==> config.mk <==
export PLATFORM = sky130hd
export DESIGN_NAME = sdcr_regs
export DESIGN_NICKNAME = d
export VERILOG_FILES = /design/src/verilog/sdcr_pkg.sv /design/src/verilog/sdcr_pin_sync.sv /design/src/verilog/sdcr_regs.sv
export VERILOG_INCLUDE_DIRS = /design/src /design/src/verilog
export SDC_FILE = /design/constraint.sdc
export NUM_CORES = 1
export LEC_CHECK = 0
export ABC_CLOCK_PERIOD_IN_PS = 1400
export BUFFER_PORTS_ARGS = -buffer_cell sky130_fd_sc_hd__clkbuf_2
export CAP_MARGIN = 15
export CELL_PAD_IN_SITES_DETAIL_PLACEMENT = 1
export CELL_PAD_IN_SITES_GLOBAL_PLACEMENT = 2
export CORE_ASPECT_RATIO = 0.9
export CORE_MARGIN = 2
export CORE_UTILIZATION = 27
export CTS_CLUSTER_SIZE = 12
export DETAILED_ROUTE_END_ITERATION = 6
export HOLD_SLACK_MARGIN = 0.03
export PLACE_DENSITY_LB_ADDON = 0.1
export SETUP_SLACK_MARGIN = 0.02
export SLEW_MARGIN = 20
export SYNTH_ARGS = -nofsm -noshare
export SYNTH_HDL_FRONTEND = slang
export SYNTH_SLANG_ARGS = --single-unit
==> constraint.sdc <==
create_clock -name clock_i -period 1.4 [get_ports clock_i]
set_clock_uncertainty 0.15 [all_clocks]
set_input_delay 0.21 -clock clock_i [delete_from_list [all_inputs] [get_ports clock_i]]
set_output_delay 0.21 -clock clock_i [all_outputs]
set_load 0.02 [all_outputs]
==> src/verilog/sdcr_defs.svh <==
`ifndef SDCR_DEFS_SVH
`define SDCR_DEFS_SVH
`define SDCR_OFS_C0_LIMSLEW 8'h03
`define SDCR_OFS_C1_MODEEN 8'h04
`define SDCR_OFS_C1_LIMSLEW 8'h05
`define SDCR_OFS_C0_LEVEL 8'h06
`define SDCR_RST_LIMSLEW 8'h1A
`define SDCR_RST_MODEEN 8'h08
`define SDCR_RST_LEVEL 8'h00
`define SDCR_LIMSLEW_MASK 8'h3F
`define SDCR_MODEEN_MASK 8'h1F
`define SDCR_ILIM_MSB 5
`define SDCR_ILIM_LSB 3
`define SDCR_SLEW_MSB 2
`define SDCR_SLEW_LSB 0
`define SDCR_FPWM_BIT 4
`define SDCR_RDIS_BIT 3
`define SDCR_ENSRC_MSB 2
`define SDCR_ENSRC_LSB 1
`define SDCR_ON_BIT 0
`define SDCR_ILIM_RESERVED 3'h7
`define SDCR_SLEW_MIN 3'h2
`define SDCR_VSET_MIN 8'h14
`endif

==> src/verilog/sdcr_pkg.sv <==
package sdcr_pkg;
    typedef logic [7:0] sdcr_byte_t;
    typedef enum logic [1:0] {
        SDCR_SRC_BIT_ONLY = 2'h0,
        SDCR_SRC_PIN_A = 2'h1,
        SDCR_SRC_PIN_B = 2'h2,
        SDCR_SRC_PIN_C = 2'h3
    } sdcr_src_e;
endpackage

==> src/verilog/sdcr_pin_sync.sv <==
`timescale 1ns/100ps
`default_nettype none
// three-stage synchroniser; output moves only when stages two and three agree
module sdcr_pin_sync (
    input wire logic clock_i,
    input wire logic rst_i,
    input wire logic pin_i,
    output logic level_o
);
    logic s1;
    logic s2;
    logic s3;
    wire agree = (s2 == s3);
    always_ff @(posedge clock_i) begin
        if (rst_i) begin
            s1 <= 1'b0;
            s2 <= 1'b0;
            s3 <= 1'b0;
            level_o <= 1'b0;
        end else begin
            s1 <= pin_i;
            s2 <= s1;
            s3 <= s2;
            if (agree) begin
                level_o <= s3;
            end
        end
    end
endmodule // sdcr_pin_sync
`default_nettype wire

==> src/verilog/sdcr_regs.sv <==
// Notes on behaviour
// - limit code 0..6 gives 1.5..4.5 A
// - new limit code applies immediately, even running
// - slew codes 2..7 valid, 0,1 reserved
// - slew applies to rising and falling ramps
// - mode bit one forces fixed switching
// - discharge bit connects resistor while off
// - enable source selects optional pin gating
// - enable bit turns converter on
// - reset values 0x1A and 0x08
// - defaults load from programmable memory, discharge fixed
// - voltage code register at 6 resets zero
// - voltage code table 0x14..0xFF valid
`timescale 1ns/100ps
`default_nettype none
`include "sdcr_defs.svh"
module sdcr_regs
    import sdcr_pkg::*;
(
    input wire logic clock_i,
    input wire logic rst_i,
    input wire logic [7:0] addr_i,
    input wire logic [7:0] wdata_i,
    input wire logic wr_i,
    input wire logic rd_i,
    output logic [7:0] rdata_o,
    input wire logic [7:0] dflt_c0_limslew_i,
    input wire logic [7:0] dflt_c1_modeen_i,
    input wire logic [7:0] dflt_c1_limslew_i,
    input wire logic [7:0] dflt_c0_level_i,
    input wire logic dflt_load_i,
    input wire logic enable_pin_a_i,
    input wire logic enable_pin_b_i,
    input wire logic enable_pin_c_i,
    output logic [2:0] conv0_peak_current_limit_o,
    output logic [2:0] conv0_ramp_speed_o,
    output logic [2:0] conv1_peak_current_limit_o,
    output logic [2:0] conv1_ramp_speed_o,
    output logic conv1_force_fixed_switching_o,
    output logic conv1_discharge_active_o,
    output logic conv1_run_o,
    output logic [7:0] conv0_voltage_code_o,
    output logic code_reserved_o
);
    sdcr_byte_t conv0_limit_slew;
    sdcr_byte_t conv1_mode_enable;
    sdcr_byte_t conv1_limit_slew;
    sdcr_byte_t conv0_output_level;
    logic pin_a;
    logic pin_b;
    logic pin_c;

    sdcr_pin_sync u_sync_a (.clock_i(clock_i), .rst_i(rst_i), .pin_i(enable_pin_a_i),
        .level_o(pin_a));
    sdcr_pin_sync u_sync_b (.clock_i(clock_i), .rst_i(rst_i), .pin_i(enable_pin_b_i),
        .level_o(pin_b));
    sdcr_pin_sync u_sync_c (.clock_i(clock_i), .rst_i(rst_i), .pin_i(enable_pin_c_i),
        .level_o(pin_c));

    // reserved field codes the converter cannot honour
    function automatic logic bad_limslew(input sdcr_byte_t v);
        bad_limslew = (v[`SDCR_ILIM_MSB:`SDCR_ILIM_LSB] == `SDCR_ILIM_RESERVED)
            || (v[`SDCR_SLEW_MSB:`SDCR_SLEW_LSB] < `SDCR_SLEW_MIN);
    endfunction

    wire sel_c0_ls = (addr_i == `SDCR_OFS_C0_LIMSLEW);
    wire sel_c1_me = (addr_i == `SDCR_OFS_C1_MODEEN);
    wire sel_c1_ls = (addr_i == `SDCR_OFS_C1_LIMSLEW);
    wire sel_c0_lv = (addr_i == `SDCR_OFS_C0_LEVEL);
    wire wr_c0_ls = wr_i && sel_c0_ls;
    wire wr_c1_me = wr_i && sel_c1_me;
    wire wr_c1_ls = wr_i && sel_c1_ls;
    wire wr_c0_lv = wr_i && sel_c0_lv;

    // discharge bit keeps its fixed reset value on a default load
    wire [7:0] dflt_me = (dflt_c1_modeen_i & ~(8'h01 << `SDCR_RDIS_BIT))
        | (`SDCR_RST_MODEEN & (8'h01 << `SDCR_RDIS_BIT));

    wire [7:0] rd_mux = sel_c0_ls ? conv0_limit_slew :
                        sel_c1_me ? conv1_mode_enable :
                        sel_c1_ls ? conv1_limit_slew :
                        sel_c0_lv ? conv0_output_level : 8'h00;

    wire sdcr_src_e src = sdcr_src_e'(conv1_mode_enable[`SDCR_ENSRC_MSB:`SDCR_ENSRC_LSB]);
    logic gate_ok;
    always_comb begin
        unique case (src)
            SDCR_SRC_BIT_ONLY: gate_ok = 1'b1;
            SDCR_SRC_PIN_A: gate_ok = pin_a;
            SDCR_SRC_PIN_B: gate_ok = pin_b;
            SDCR_SRC_PIN_C: gate_ok = pin_c;
        endcase
    end
    wire next_run = conv1_mode_enable[`SDCR_ON_BIT] && gate_ok;
    wire next_dis = !next_run && conv1_mode_enable[`SDCR_RDIS_BIT];
    wire next_bad = bad_limslew(conv0_limit_slew) || bad_limslew(conv1_limit_slew)
        || (conv0_output_level < `SDCR_VSET_MIN);

    always_ff @(posedge clock_i) begin
        if (rst_i) begin
            conv0_limit_slew <= `SDCR_RST_LIMSLEW;
            conv1_mode_enable <= `SDCR_RST_MODEEN;
            conv1_limit_slew <= `SDCR_RST_LIMSLEW;
            conv0_output_level <= `SDCR_RST_LEVEL;
        end else if (dflt_load_i) begin
            conv0_limit_slew <= dflt_c0_limslew_i & `SDCR_LIMSLEW_MASK;
            conv1_mode_enable <= dflt_me & `SDCR_MODEEN_MASK;
            conv1_limit_slew <= dflt_c1_limslew_i & `SDCR_LIMSLEW_MASK;
            conv0_output_level <= dflt_c0_level_i;
        end else begin
            // writes take effect at once, running or not
            if (wr_c0_ls) begin
                conv0_limit_slew <= wdata_i & `SDCR_LIMSLEW_MASK;
            end
            if (wr_c1_me) begin
                conv1_mode_enable <= wdata_i & `SDCR_MODEEN_MASK;
            end
            if (wr_c1_ls) begin
                conv1_limit_slew <= wdata_i & `SDCR_LIMSLEW_MASK;
            end
            if (wr_c0_lv) begin
                conv0_output_level <= wdata_i;
            end
        end
    end

    always_ff @(posedge clock_i) begin
        if (rst_i) begin
            rdata_o <= 8'h00;
        end else begin
            rdata_o <= rd_i ? rd_mux : 8'h00;
        end
    end

    always_ff @(posedge clock_i) begin
        if (rst_i) begin
            conv0_peak_current_limit_o <= 3'h0;
            conv0_ramp_speed_o <= 3'h0;
            conv1_peak_current_limit_o <= 3'h0;
            conv1_ramp_speed_o <= 3'h0;
            conv1_force_fixed_switching_o <= 1'b0;
            conv1_discharge_active_o <= 1'b0;
            conv1_run_o <= 1'b0;
            conv0_voltage_code_o <= 8'h00;
            code_reserved_o <= 1'b0;
        end else begin
            conv0_peak_current_limit_o <= conv0_limit_slew[`SDCR_ILIM_MSB:`SDCR_ILIM_LSB];
            conv0_ramp_speed_o <= conv0_limit_slew[`SDCR_SLEW_MSB:`SDCR_SLEW_LSB];
            conv1_peak_current_limit_o <= conv1_limit_slew[`SDCR_ILIM_MSB:`SDCR_ILIM_LSB];
            conv1_ramp_speed_o <= conv1_limit_slew[`SDCR_SLEW_MSB:`SDCR_SLEW_LSB];
            conv1_force_fixed_switching_o <= conv1_mode_enable[`SDCR_FPWM_BIT];
            conv1_discharge_active_o <= next_dis;
            conv1_run_o <= next_run;
            conv0_voltage_code_o <= conv0_output_level;
            code_reserved_o <= next_bad;
        end
    end

    a_limit_follows: assert property (@(posedge clock_i) disable iff (rst_i)
        wr_c0_ls && !dflt_load_i |-> ##2 conv0_peak_current_limit_o == $past(wdata_i[5:3], 2))
        else $error("limit code not applied two cycles after write");
    a_slew_follows: assert property (@(posedge clock_i) disable iff (rst_i)
        wr_c1_ls && !dflt_load_i |-> ##2 conv1_ramp_speed_o == $past(wdata_i[2:0], 2))
        else $error("slew code not applied");
    a_mode_follows: assert property (@(posedge clock_i) disable iff (rst_i)
        wr_c1_me && !dflt_load_i |-> ##2 conv1_force_fixed_switching_o == $past(wdata_i[4], 2))
        else $error("mode bit not applied");
    a_run_gated: assert property (@(posedge clock_i) disable iff (rst_i)
        conv1_run_o |-> $past(conv1_mode_enable[0]))
        else $error("converter runs without enable bit");
    a_run_pin_a: assert property (@(posedge clock_i) disable iff (rst_i)
        conv1_run_o && $past(conv1_mode_enable[2:1]) == 2'h1 |-> $past(pin_a))
        else $error("pin a gating ignored");
    a_discharge_off: assert property (@(posedge clock_i) disable iff (rst_i)
        conv1_discharge_active_o |-> !conv1_run_o)
        else $error("discharge while running");
    a_reset_vals: assert property (@(posedge clock_i)
        $past(rst_i) && rst_i |-> conv0_limit_slew == 8'h1A && conv1_mode_enable == 8'h08)
        else $error("wrong reset value");
    a_level_reset: assert property (@(posedge clock_i)
        $past(rst_i) && rst_i |-> conv0_output_level == 8'h00)
        else $error("voltage code not zero at reset");
    a_read_data: assert property (@(posedge clock_i) disable iff (rst_i)
        rd_i && sel_c0_lv && !wr_i |=> rdata_o == $past(conv0_output_level))
        else $error("voltage code readback wrong");
    a_dflt_rdis: assert property (@(posedge clock_i) disable iff (rst_i)
        dflt_load_i |=> conv1_mode_enable[3])
        else $error("discharge bit took programmed default");

    c_write_limit: cover property (@(posedge clock_i) disable iff (rst_i) wr_c0_ls);
    c_run_pin: cover property (@(posedge clock_i) disable iff (rst_i)
        conv1_run_o && conv1_mode_enable[2:1] != 2'h0);
    c_discharge: cover property (@(posedge clock_i) disable iff (rst_i) conv1_discharge_active_o);
    c_reserved: cover property (@(posedge clock_i) disable iff (rst_i) code_reserved_o);
endmodule // sdcr_regs
`default_nettype wire

* After elaboration in Yosys (flattened, before gate mapping) *
Cells that the tools add are included.

word-level totals
  register bits after elaboration = 69
  input port bits = 56
  output and inout bits = 32

cells by class
  magnitude comparators = 3
  equality and inequality tests = 12
  mux-type cells = 13
  bitwise gates (word level) = 2
  reduce and logical (&&, ||, !) cells = 19

operator list
  operator                                                    count
  two-way mux 6 bit                                           8
  equality test 8 x 3 -> 1 bit, second input constant         3
  two-way mux 8 bit                                           2
  two-way mux 5 bit                                           2
  equality test 8 x 2 -> 1 bit, second input constant         1
  less-than comparator 8 x 5 -> 1 bit, second input constant  1
  nonzero test 2 bit                                          4
  equality test 3 bit, second input constant                  2
  logical AND 1 bit                                           6
  less-than comparator 3 x 2 -> 1 bit, second input constant  2
  OR reduction 6 bit                                          1
  equality test 2 bit, second input constant                  2
  logical OR 1 bit                                            4
  case mux 1 bit (4 select lines)                             1
  OR reduction 2 bit                                          2
  equality test 1 bit                                         3
  equality test 2 x 1 -> 1 bit, second input constant         1
  logical NOT 2 bit                                           1
  inverter 1 bit                                              2
  logical NOT 1 bit                                           1

* Depth between registers and ports, before layout *
Gate-level depths: netlist of the first run.

  depth after elaboration = 5
  mapped depth = 6
  depth with buffers taken out = 4

* Modules after synthesis *
From an unflattened synthesis of the first run, not the netlist that was laid out.

second synthesis, totals
  cell total of the unflattened synthesis = 305
  area total of the unflattened synthesis = 3,001.6 µm²

modules (own cells, without submodules)
  module         times used  cells each  area each (µm²)
  sdcr_regs      1           275         2,663.8
  sdcr_pin_sync  3           10          112.6

* Worst setup path after synthesis of the first run *
Ideal clock, no wire load.

  kind = in2reg
  from = input port addr_i[7]
  to = register conv0_limit_slew[5]
  data arrival time = 1.261 ns
  slack = -0.096 ns
  stages on the path = 5
  cell sequence = nor4_4 > buf_6 > nand4_2 > mux2i_1 > a211oi_1

between the ends
  word-level cells in the longest chain between the ends = 3

ends and longest elaborated chain
  item                                           RTL line          RTL
  start: declaration                             sdcr_regs.sv:22   input wire logic [7:0] addr_i,
  equality test 8 x 2 -> 1 bit (no source line)  -
  logical AND 1 bit                              sdcr_regs.sv:70   wire wr_c0_ls = wr_i && sel_c0_ls;
  nonzero test 2 bit (no source line)            -
  end signal: assignment                         sdcr_regs.sv:101  conv0_limit_slew <= `SDCR_RST_LIMSLEW;
  end signal: assignment                         sdcr_regs.sv:106  conv0_limit_slew <= dflt_c0_limslew_i & `SDCR_LIMSLEW_MASK;
  end signal: assignment                         sdcr_regs.sv:113  conv0_limit_slew <= wdata_i & `SDCR_LIMSLEW_MASK;
  end: declaration                               sdcr_regs.sv:45   sdcr_byte_t conv0_limit_slew;

No other way between the ends.
A chain may end at the register's enable or synchronous reset.

* Final worst setup path of the first run *
  from = input port addr_i[4]
  to = register conv1_limit_slew[1]

between the ends
  word-level cells in the longest chain between the ends = 3

ends and longest elaborated chain
  item                                           RTL line          RTL
  equality test 8 x 3 -> 1 bit (no source line)  -
  logical AND 1 bit                              sdcr_regs.sv:72   wire wr_c1_ls = wr_i && sel_c1_ls;
  nonzero test 2 bit (no source line)            -
  end signal: assignment                         sdcr_regs.sv:103  conv1_limit_slew <= `SDCR_RST_LIMSLEW;
  end signal: assignment                         sdcr_regs.sv:108  conv1_limit_slew <= dflt_c1_limslew_i & `SDCR_LIMSLEW_MASK;
  end signal: assignment                         sdcr_regs.sv:119  conv1_limit_slew <= wdata_i & `SDCR_LIMSLEW_MASK;
  end: declaration                               sdcr_regs.sv:47   sdcr_byte_t conv1_limit_slew;

No other way between the ends.

==> impl_metrics.tcl, run 1 <==
set metrics [dict create \
    status "finished, final reports clean" \
    multi_input_area_um2 1250 \
    wire_per_inst_um 16.3 \
    row_count 34 \
    grt_pass1_wl_um 13700 \
    r2r-start "conv1_limit_slew[3]$_SDFFE_PP1P_" \
    cts_tree "yes" \
    wl_met2_um 4090 \
    power_density_nw_per_um2 1080 \
    final_nets 461 \
    synth_area_per_cell_um2 9.63 \
    netlist-cell-type-count 42 \
    irDropWorstVdd_mv 0.410 \
    pwr-share-comb_pct 14.1 \
    antenna-diode-count 0 \
    relSlewSlack_pct 69.7 \
    m1WireLength_um 4110 \
    worstSetupPathType "in2reg" \
    yosysSeqAreaShare_pct 50.7 \
    synth_top_flop_cell "dfxtp_1" \
    io_pins 88 \
    place_congestion 0.818 \
    drtIter0Drc 133 \
    regArea_um2 1380 \
    fp.dieH_um 99.3 \
    clock.fmax_ghz 0.764 \
    setup_viol 0 \
    start_util_pct 28.0 \
    die_area_um2 10900 \
    reg2reg_to "rdata_o[3]$_SDFF_PP0_" \
    synth_edf_count 0 \
    worst_slack_ps 90.7 \
    cts_root_buf "clkbuf_8" \
    clk_latency_ps 340 \
    overflow 0 \
    route.detailed.drc 0 \
    first_pass_iters 4 \
    route.vias.total 2535 \
    p_sw_w 0.00111 \
    r2r_setup_slack_ps 190 \
    synthCells 283 \
    clock_sinks 69 \
    drive_gt1_share_pct 34.9 \
    drv_cap 0 \
    core_area_um2 9740 \
    mostFrequentLayoutCell "clkbuf_2" \
    reg2reg_depth 4 \
    grtUsageTotal_pct 16.7 \
    async_flop_share_pct 0 \
    synth_area_um2 2730 \
    path_max_fanout 8 \
    grt_pass1_vias 2630 \
    grt_max_degree 25 \
    ys_ff_latch 69 \
    leakagePower_nw 1.71 \
    synth_fp_nets 339 \
    hold_end "rdata_o[5]$_SDFF_PP0_" \
    internal-power_w 0.00306 \
    min_from "rd_i" \
    io_buffers 79 \
    clkTransAtPathRegs_ps 70 \
    critPathCaptureType "register" \
    rsz0062_at_grt "false" \
    mostFrequentLayoutCells "79 x clkbuf_2, 69 x dfxtp_1, 35 x nor2b_1, 28 x buf_4, 21 x nor2_1" \
    ys_warn_count 0 \
    p_sw_share_pct 26.6 \
    dp_worst_setup_slack_ps -354 \
    fin_cells 536 \
    fin_crit_ps 1310 \
    dp.cells 499 \
    period_share_pct 93.5 \
    grt_antenna_before_repair 0 \
    finalPower_w 0.00417 \
    hp-class "in2reg" \
    tightest_slew_ps 453 \
    vias_per_cell 4.73 \
    fillerInstances 1131 \
    syn_to_final_growth_pct 41.8 \
    finalHoldViolCount 0 \
    met3_length_um 383 \
    hpwl_um 6710 \
    htreeDepth 3 \
    cts_buffer_depth 2 \
    hold_depth 3 \
    ant_nets 0 \
    die_x_um 110 \
    routed_wl_um 8720 \
    clkPwrFrac_pct 35.3 \
    required_ps 1470 \
    top_layer_used "met4" \
    slew_violations 0 \
    startpoint_type "primary input" \
    cp.arrival_ps 1380 \
    pwr-share-seq_pct 50.6 \
    cts_buffers 9 \
]
-- stage by stage --
| step | util (%) | area [um2] | setup TNS (ps) | hold slack (ps) |
|---|---|---|---|---|
| floorplan | - | 2750 | -326 | 143 |
| global route | 39.7 | 3860 | 0 | 71.1 |
| CTS | 39.2 | 3820 | 0 | 45.1 |
| finish | 39.7 | 3860 | 0 | 53.9 |
| global placement | 35.6 | 3460 | -7060 | 272 |
| detailed placement | 35.6 | 3460 | -7910 | 279 |
-- repair_timing --
action                                 in CTS  in global routing
pin swaps                                   0                  3
setup buffers                               0                  3
setup endpoints to repair                   1                  8
gates cloned                                0                  0
hold buffers                               18                  0
endpoints found under the hold margin      18                  0
gates resized for setup                     1                  4
-- cell usage after synthesis, drive strengths merged, types with 8 or more instances --
cell type | n | area share (%)
nor2b | 35 | 8.0
and3 | 8 | 1.8
a22oi | 10 | 2.8
nand3 | 9 | 1.7
nand2 | 18 | 2.5
a21oi | 14 | 2.6
nor2 | 21 | 2.9
clkbuf | 8 | 1.2
dfxtp | 69 | 51
a31oi | 9 | 2.6
inv | 10 | 1.4
o21ai | 8 | 1.5
buf | 10 | 2.2
-- registers in the layout (all words and copies together), names as in the netlist, 3 cells and up --
name,cells
conv1_ramp_speed_o,3
conv1_limit_slew,6
conv0_output_level,8
conv0_voltage_code_o,8
conv0_peak_current_limit_o,3
conv0_ramp_speed_o,3
rdata_o,8
conv1_peak_current_limit_o,3
conv1_mode_enable,5
conv0_limit_slew,6
-- routing by layer --
metal	vias to the layer above	GRT usage [%]
li1	1250	-
met1	1213	21.7
met2	62	26.9
met3	10	4.13
met4	0	5.55
met5	-	0
-- kinds of logic (layout without fill, tap and decap cells) --
family,Yosys count,count (layout),share of synthesized area [%]
compound gates,67,67,19.2
buf+inv,28,155,4.78
flops,69,69,50.7
mux,7,7,2.57
simple gates,112,112,22.8
-- power by group through the flow --
stage | sequential (W) | combinational (W) | clock (W)
floorplan | 0.00219 | 0.000243 | 0
global placement | 0.00216 | 0.000535 | 0
finish | 0.00211 | 0.000586 | 0.00147
detailed placement | 0.00216 | 0.000540 | 0
global route | 0.00212 | 0.000643 | 0.00161
CTS | 0.00211 | 0.000583 | 0.00154
-- area by class of cell --
cell class / instances / share of cell area, %
Sequential cell: 69 / 35.8
Clock inverter: 4 / 0.583
Multi-Input combinational cell: 186 / 32.4
Inverter: 10 / 0.972
Timing Repair Buffer: 129 / 22.2
Clock buffer: 12 / 4.02
Tap cell: 126 / 4.08
-- critical path: stages --
cell	delay (ps)
clkbuf_2	100
nor4_4	280
buf_6	180
a41oi_4	220
a2111oi_2	330
a21oi_1	70
-- worst max path at each step --
stage | startpoint | end | cells after the start
floorplan | addr_i[4] | conv0_output_level[0]$_SDFFE_PP0P_ | 5
global placement | addr_i[4] | rdata_o[2]$_SDFF_PP0_ | 6
detailed placement | addr_i[4] | rdata_o[2]$_SDFF_PP0_ | 6
CTS | addr_i[4] | conv1_limit_slew[1]$_SDFFE_PP1P_ | 6
global route | addr_i[4] | conv0_output_level[5]$_SDFFE_PP0P_ | 7
finish | addr_i[4] | conv1_limit_slew[1]$_SDFFE_PP1P_ | 6
Note: power is estimated with default switching activity, not from simulation.
==> run 2, diff against run 1 <==
--- a/config.mk
+++ b/config.mk
@@ -17,8 +17,8 @@
 export CTS_CLUSTER_SIZE = 12
 export DETAILED_ROUTE_END_ITERATION = 6
 export HOLD_SLACK_MARGIN = 0.03
-export PLACE_DENSITY_LB_ADDON = 0.1
-export SETUP_SLACK_MARGIN = 0.02
+export PLACE_DENSITY = 0.82
+export SETUP_SLACK_MARGIN = 0.15
 export SLEW_MARGIN = 20
 export SYNTH_ARGS = -nofsm -noshare
 export SYNTH_HDL_FRONTEND = slang
==> run 2 against run 1 <==
Against the previous run:
- wire length increased by 3.9%
- first-iteration DRC count fell by 7.5%
- maximum frequency down 1.3%
- sequential cell count unchanged
- cell area rose by 4.6%
- clock-buffer cell count down 1
- clock power rose by 3%
- critical path type unchanged
- critical endpoint is now conv1_limit_slew[4]$_SDFFE_PP1P_
- largest cell class unchanged
==> impl_metrics.tcl, run 2 (synthesized netlist as in run 1, its figures left out) <==
set metrics [dict create \
    grtUsageMet2_pct 26.3 \
    min_from "dflt_c0_limslew_i[0]" \
    syn_to_final_growth_pct 48.3 \
    clkTransAtPathRegs_ps 80 \
    routed_wl_um 9060 \
    die_area_um2 10900 \
    path_max_fanout 7 \
    drv_cap 0 \
    met1_usage_pct 22.2 \
    cts_root_buf "clkbuf_8" \
    power_density_nw_per_um2 1050 \
    mostFrequentLayoutCells "74 x clkbuf_2, 69 x dfxtp_1, 35 x nor2b_1, 30 x buf_4, 21 x nor2_1" \
    route.vias.total 2620 \
    startpoint_type "primary input" \
    start_util_pct 28.0 \
    pwr-share-seq_pct 49.7 \
    hp-class "in2reg" \
    fillerInstances 1130 \
    cts_buffer_depth 2 \
    clk_latency_ps 350 \
    crit_path_max_incr_delay_ps 280 \
    p_sw_share_pct 27.4 \
    startpoint "addr_i[7]" \
    clkPwrFrac_pct 35.5 \
    place_congestion 0.836 \
    grtUsageTotal_pct 16.6 \
    critPathCaptureType "register" \
    fp.dieH_um 99.3 \
    use_met3_pct 4.52 \
    required_ps 1490 \
    htreeDepth 3 \
    path_cells "buf_6, nor4_4, buf_6, a41oi_4, buf_6, a2111oi_4, a21oi_1" \
    internal-power_w 0.00309 \
    io_pins 88 \
    relSlewSlack_pct 77.0 \
    fin_cells 542 \
    setup_viol 0 \
    finalHoldViolCount 0 \
    slew_violations 0 \
    first_pass_iters 5 \
    p_sw_w 0.00117 \
    overflow 0 \
    die_x_um 110 \
    vias_per_cell 4.83 \
    antenna-diode-count 0 \
    dp.cells 499 \
    final_nets 467 \
    cp_top_family "buffers and inverters" \
    grt_antenna_before_repair 0 \
    leakagePower_nw 1.77 \
    worstSetupPathType "in2reg" \
    irDropWorstVdd_mv 0.392 \
    fin_crit_ps 1330 \
    pwr-share-comb_pct 14.8 \
    cp.arrival_ps 1410 \
    row_count 34 \
    r2r-start "conv1_limit_slew[1]$_SDFFE_PP1P_" \
    status "finished, final reports clean" \
    crit_buf_inv 3 \
    cp_common_cell "buf_6" \
    hold_ws_ps 50.1 \
    slowest_stage "nor4_4" \
    core_area_um2 9740 \
    r2r_setup_slack_ps 190 \
    mostFrequentLayoutCell "clkbuf_2" \
    cts_tree "yes" \
    hpwl_um 6730 \
    period_share_pct 94.8 \
    cts_buffers 9 \
    tightest_slew_ps 345 \
    grt_pass1_wl_um 13600 \
    drtIter0Drc 123 \
    grt_pass1_vias 2605 \
    grt_max_degree 17 \
    drive_gt1_share_pct 38.7 \
    clock_sinks 69 \
    route.detailed.drc 0 \
    rsz0062_at_grt "true" \
    reg.largest.list "conv0_output_level (8), conv0_voltage_code_o (8), rdata_o (8)" \
    wire_per_inst_um 16.7 \
    ant_nets 0 \
    io_buffers 79 \
    busiest_layer "met2" \
    clock.fmax_ghz 0.754 \
]
run 2: power by group through the flow:
stage | clock network (W) | logic [W] | registers, W
after floorplan | 0 | 0.000245 | 0.00219
after global placement | 0 | 0.000523 | 0.00216
after detailed placement | 0 | 0.000536 | 0.00216
after CTS | 0.00156 | 0.000593 | 0.00212
after global routing | 0.00166 | 0.000675 | 0.00213
final | 0.00151 | 0.000629 | 0.00212
run 2: metal layers:
| layer | part of all wire (%) | up-vias |
|---|---|---|
| met4 | 1.7 | 0 |
| met2 | 48 | 78 |
| met5 | 0 | - |
| li1 | - | 1258 |
| met3 | 4.9 | 11 |
| met1 | 46 | 1273 |
run 2: through the flow:
stage          TNS, ps  util (%)  total power (W)  cell area, um2  setup slack, ps
5_1_grt              0      41.5          0.00446            4040             32.0
3_5_place_dp     -7640      35.7          0.00270            3480             -402
4_1_cts              0      40.1          0.00427            3910             68.0
6_report             0      41.5          0.00426            4040             72.9
3_3_place_gp     -6080      35.7          0.00268            3480             -361
2_1_floorplan     -331         -          0.00243            2770            -37.2
run 2: final timing paths:
| path | depth (start not counted) | end |
|---|---|---|
| max | 7 | conv1_limit_slew[4]$_SDFFE_PP1P_ |
| min | 3 | conv0_limit_slew[0]$_SDFFE_PP0P_ |
| min reg2reg | 1 | u_sync_b.s2$_SDFF_PP0_ |
| max reg2reg | 3 | code_reserved_o$_SDFF_PP0_ |
run 2: timing repair:
action,4_1_cts,5_1_grt
hold buffers,18,0
endpoints found under the hold margin,18,0
setup buffers,2,7
setup endpoints to repair,20,35
pin swaps,4,7
resized for setup,9,22
gates cloned,0,0
run 2: layout make-up:
| cell class | count | area [um2] | share of cell area [%] |
|---|---|---|---|
| sequential | 69 | 1380 | 34.2 |
| clock buffer | 11 | 151 | 3.74 |
| tap | 126 | 158 | 3.90 |
| inverter | 10 | 37.5 | 0.929 |
| timing repair buffer | 135 | 945 | 23.4 |
| multi-input combinational | 186 | 1340 | 33.0 |
| clock inverter | 5 | 35.0 | 0.867 |
run 2: worst reg2reg max path: cells and delay by family (launching register included):
kind	cells	cell delay (ps)
AO/OA/AOI/OAI	3	500
flip-flops	1	440
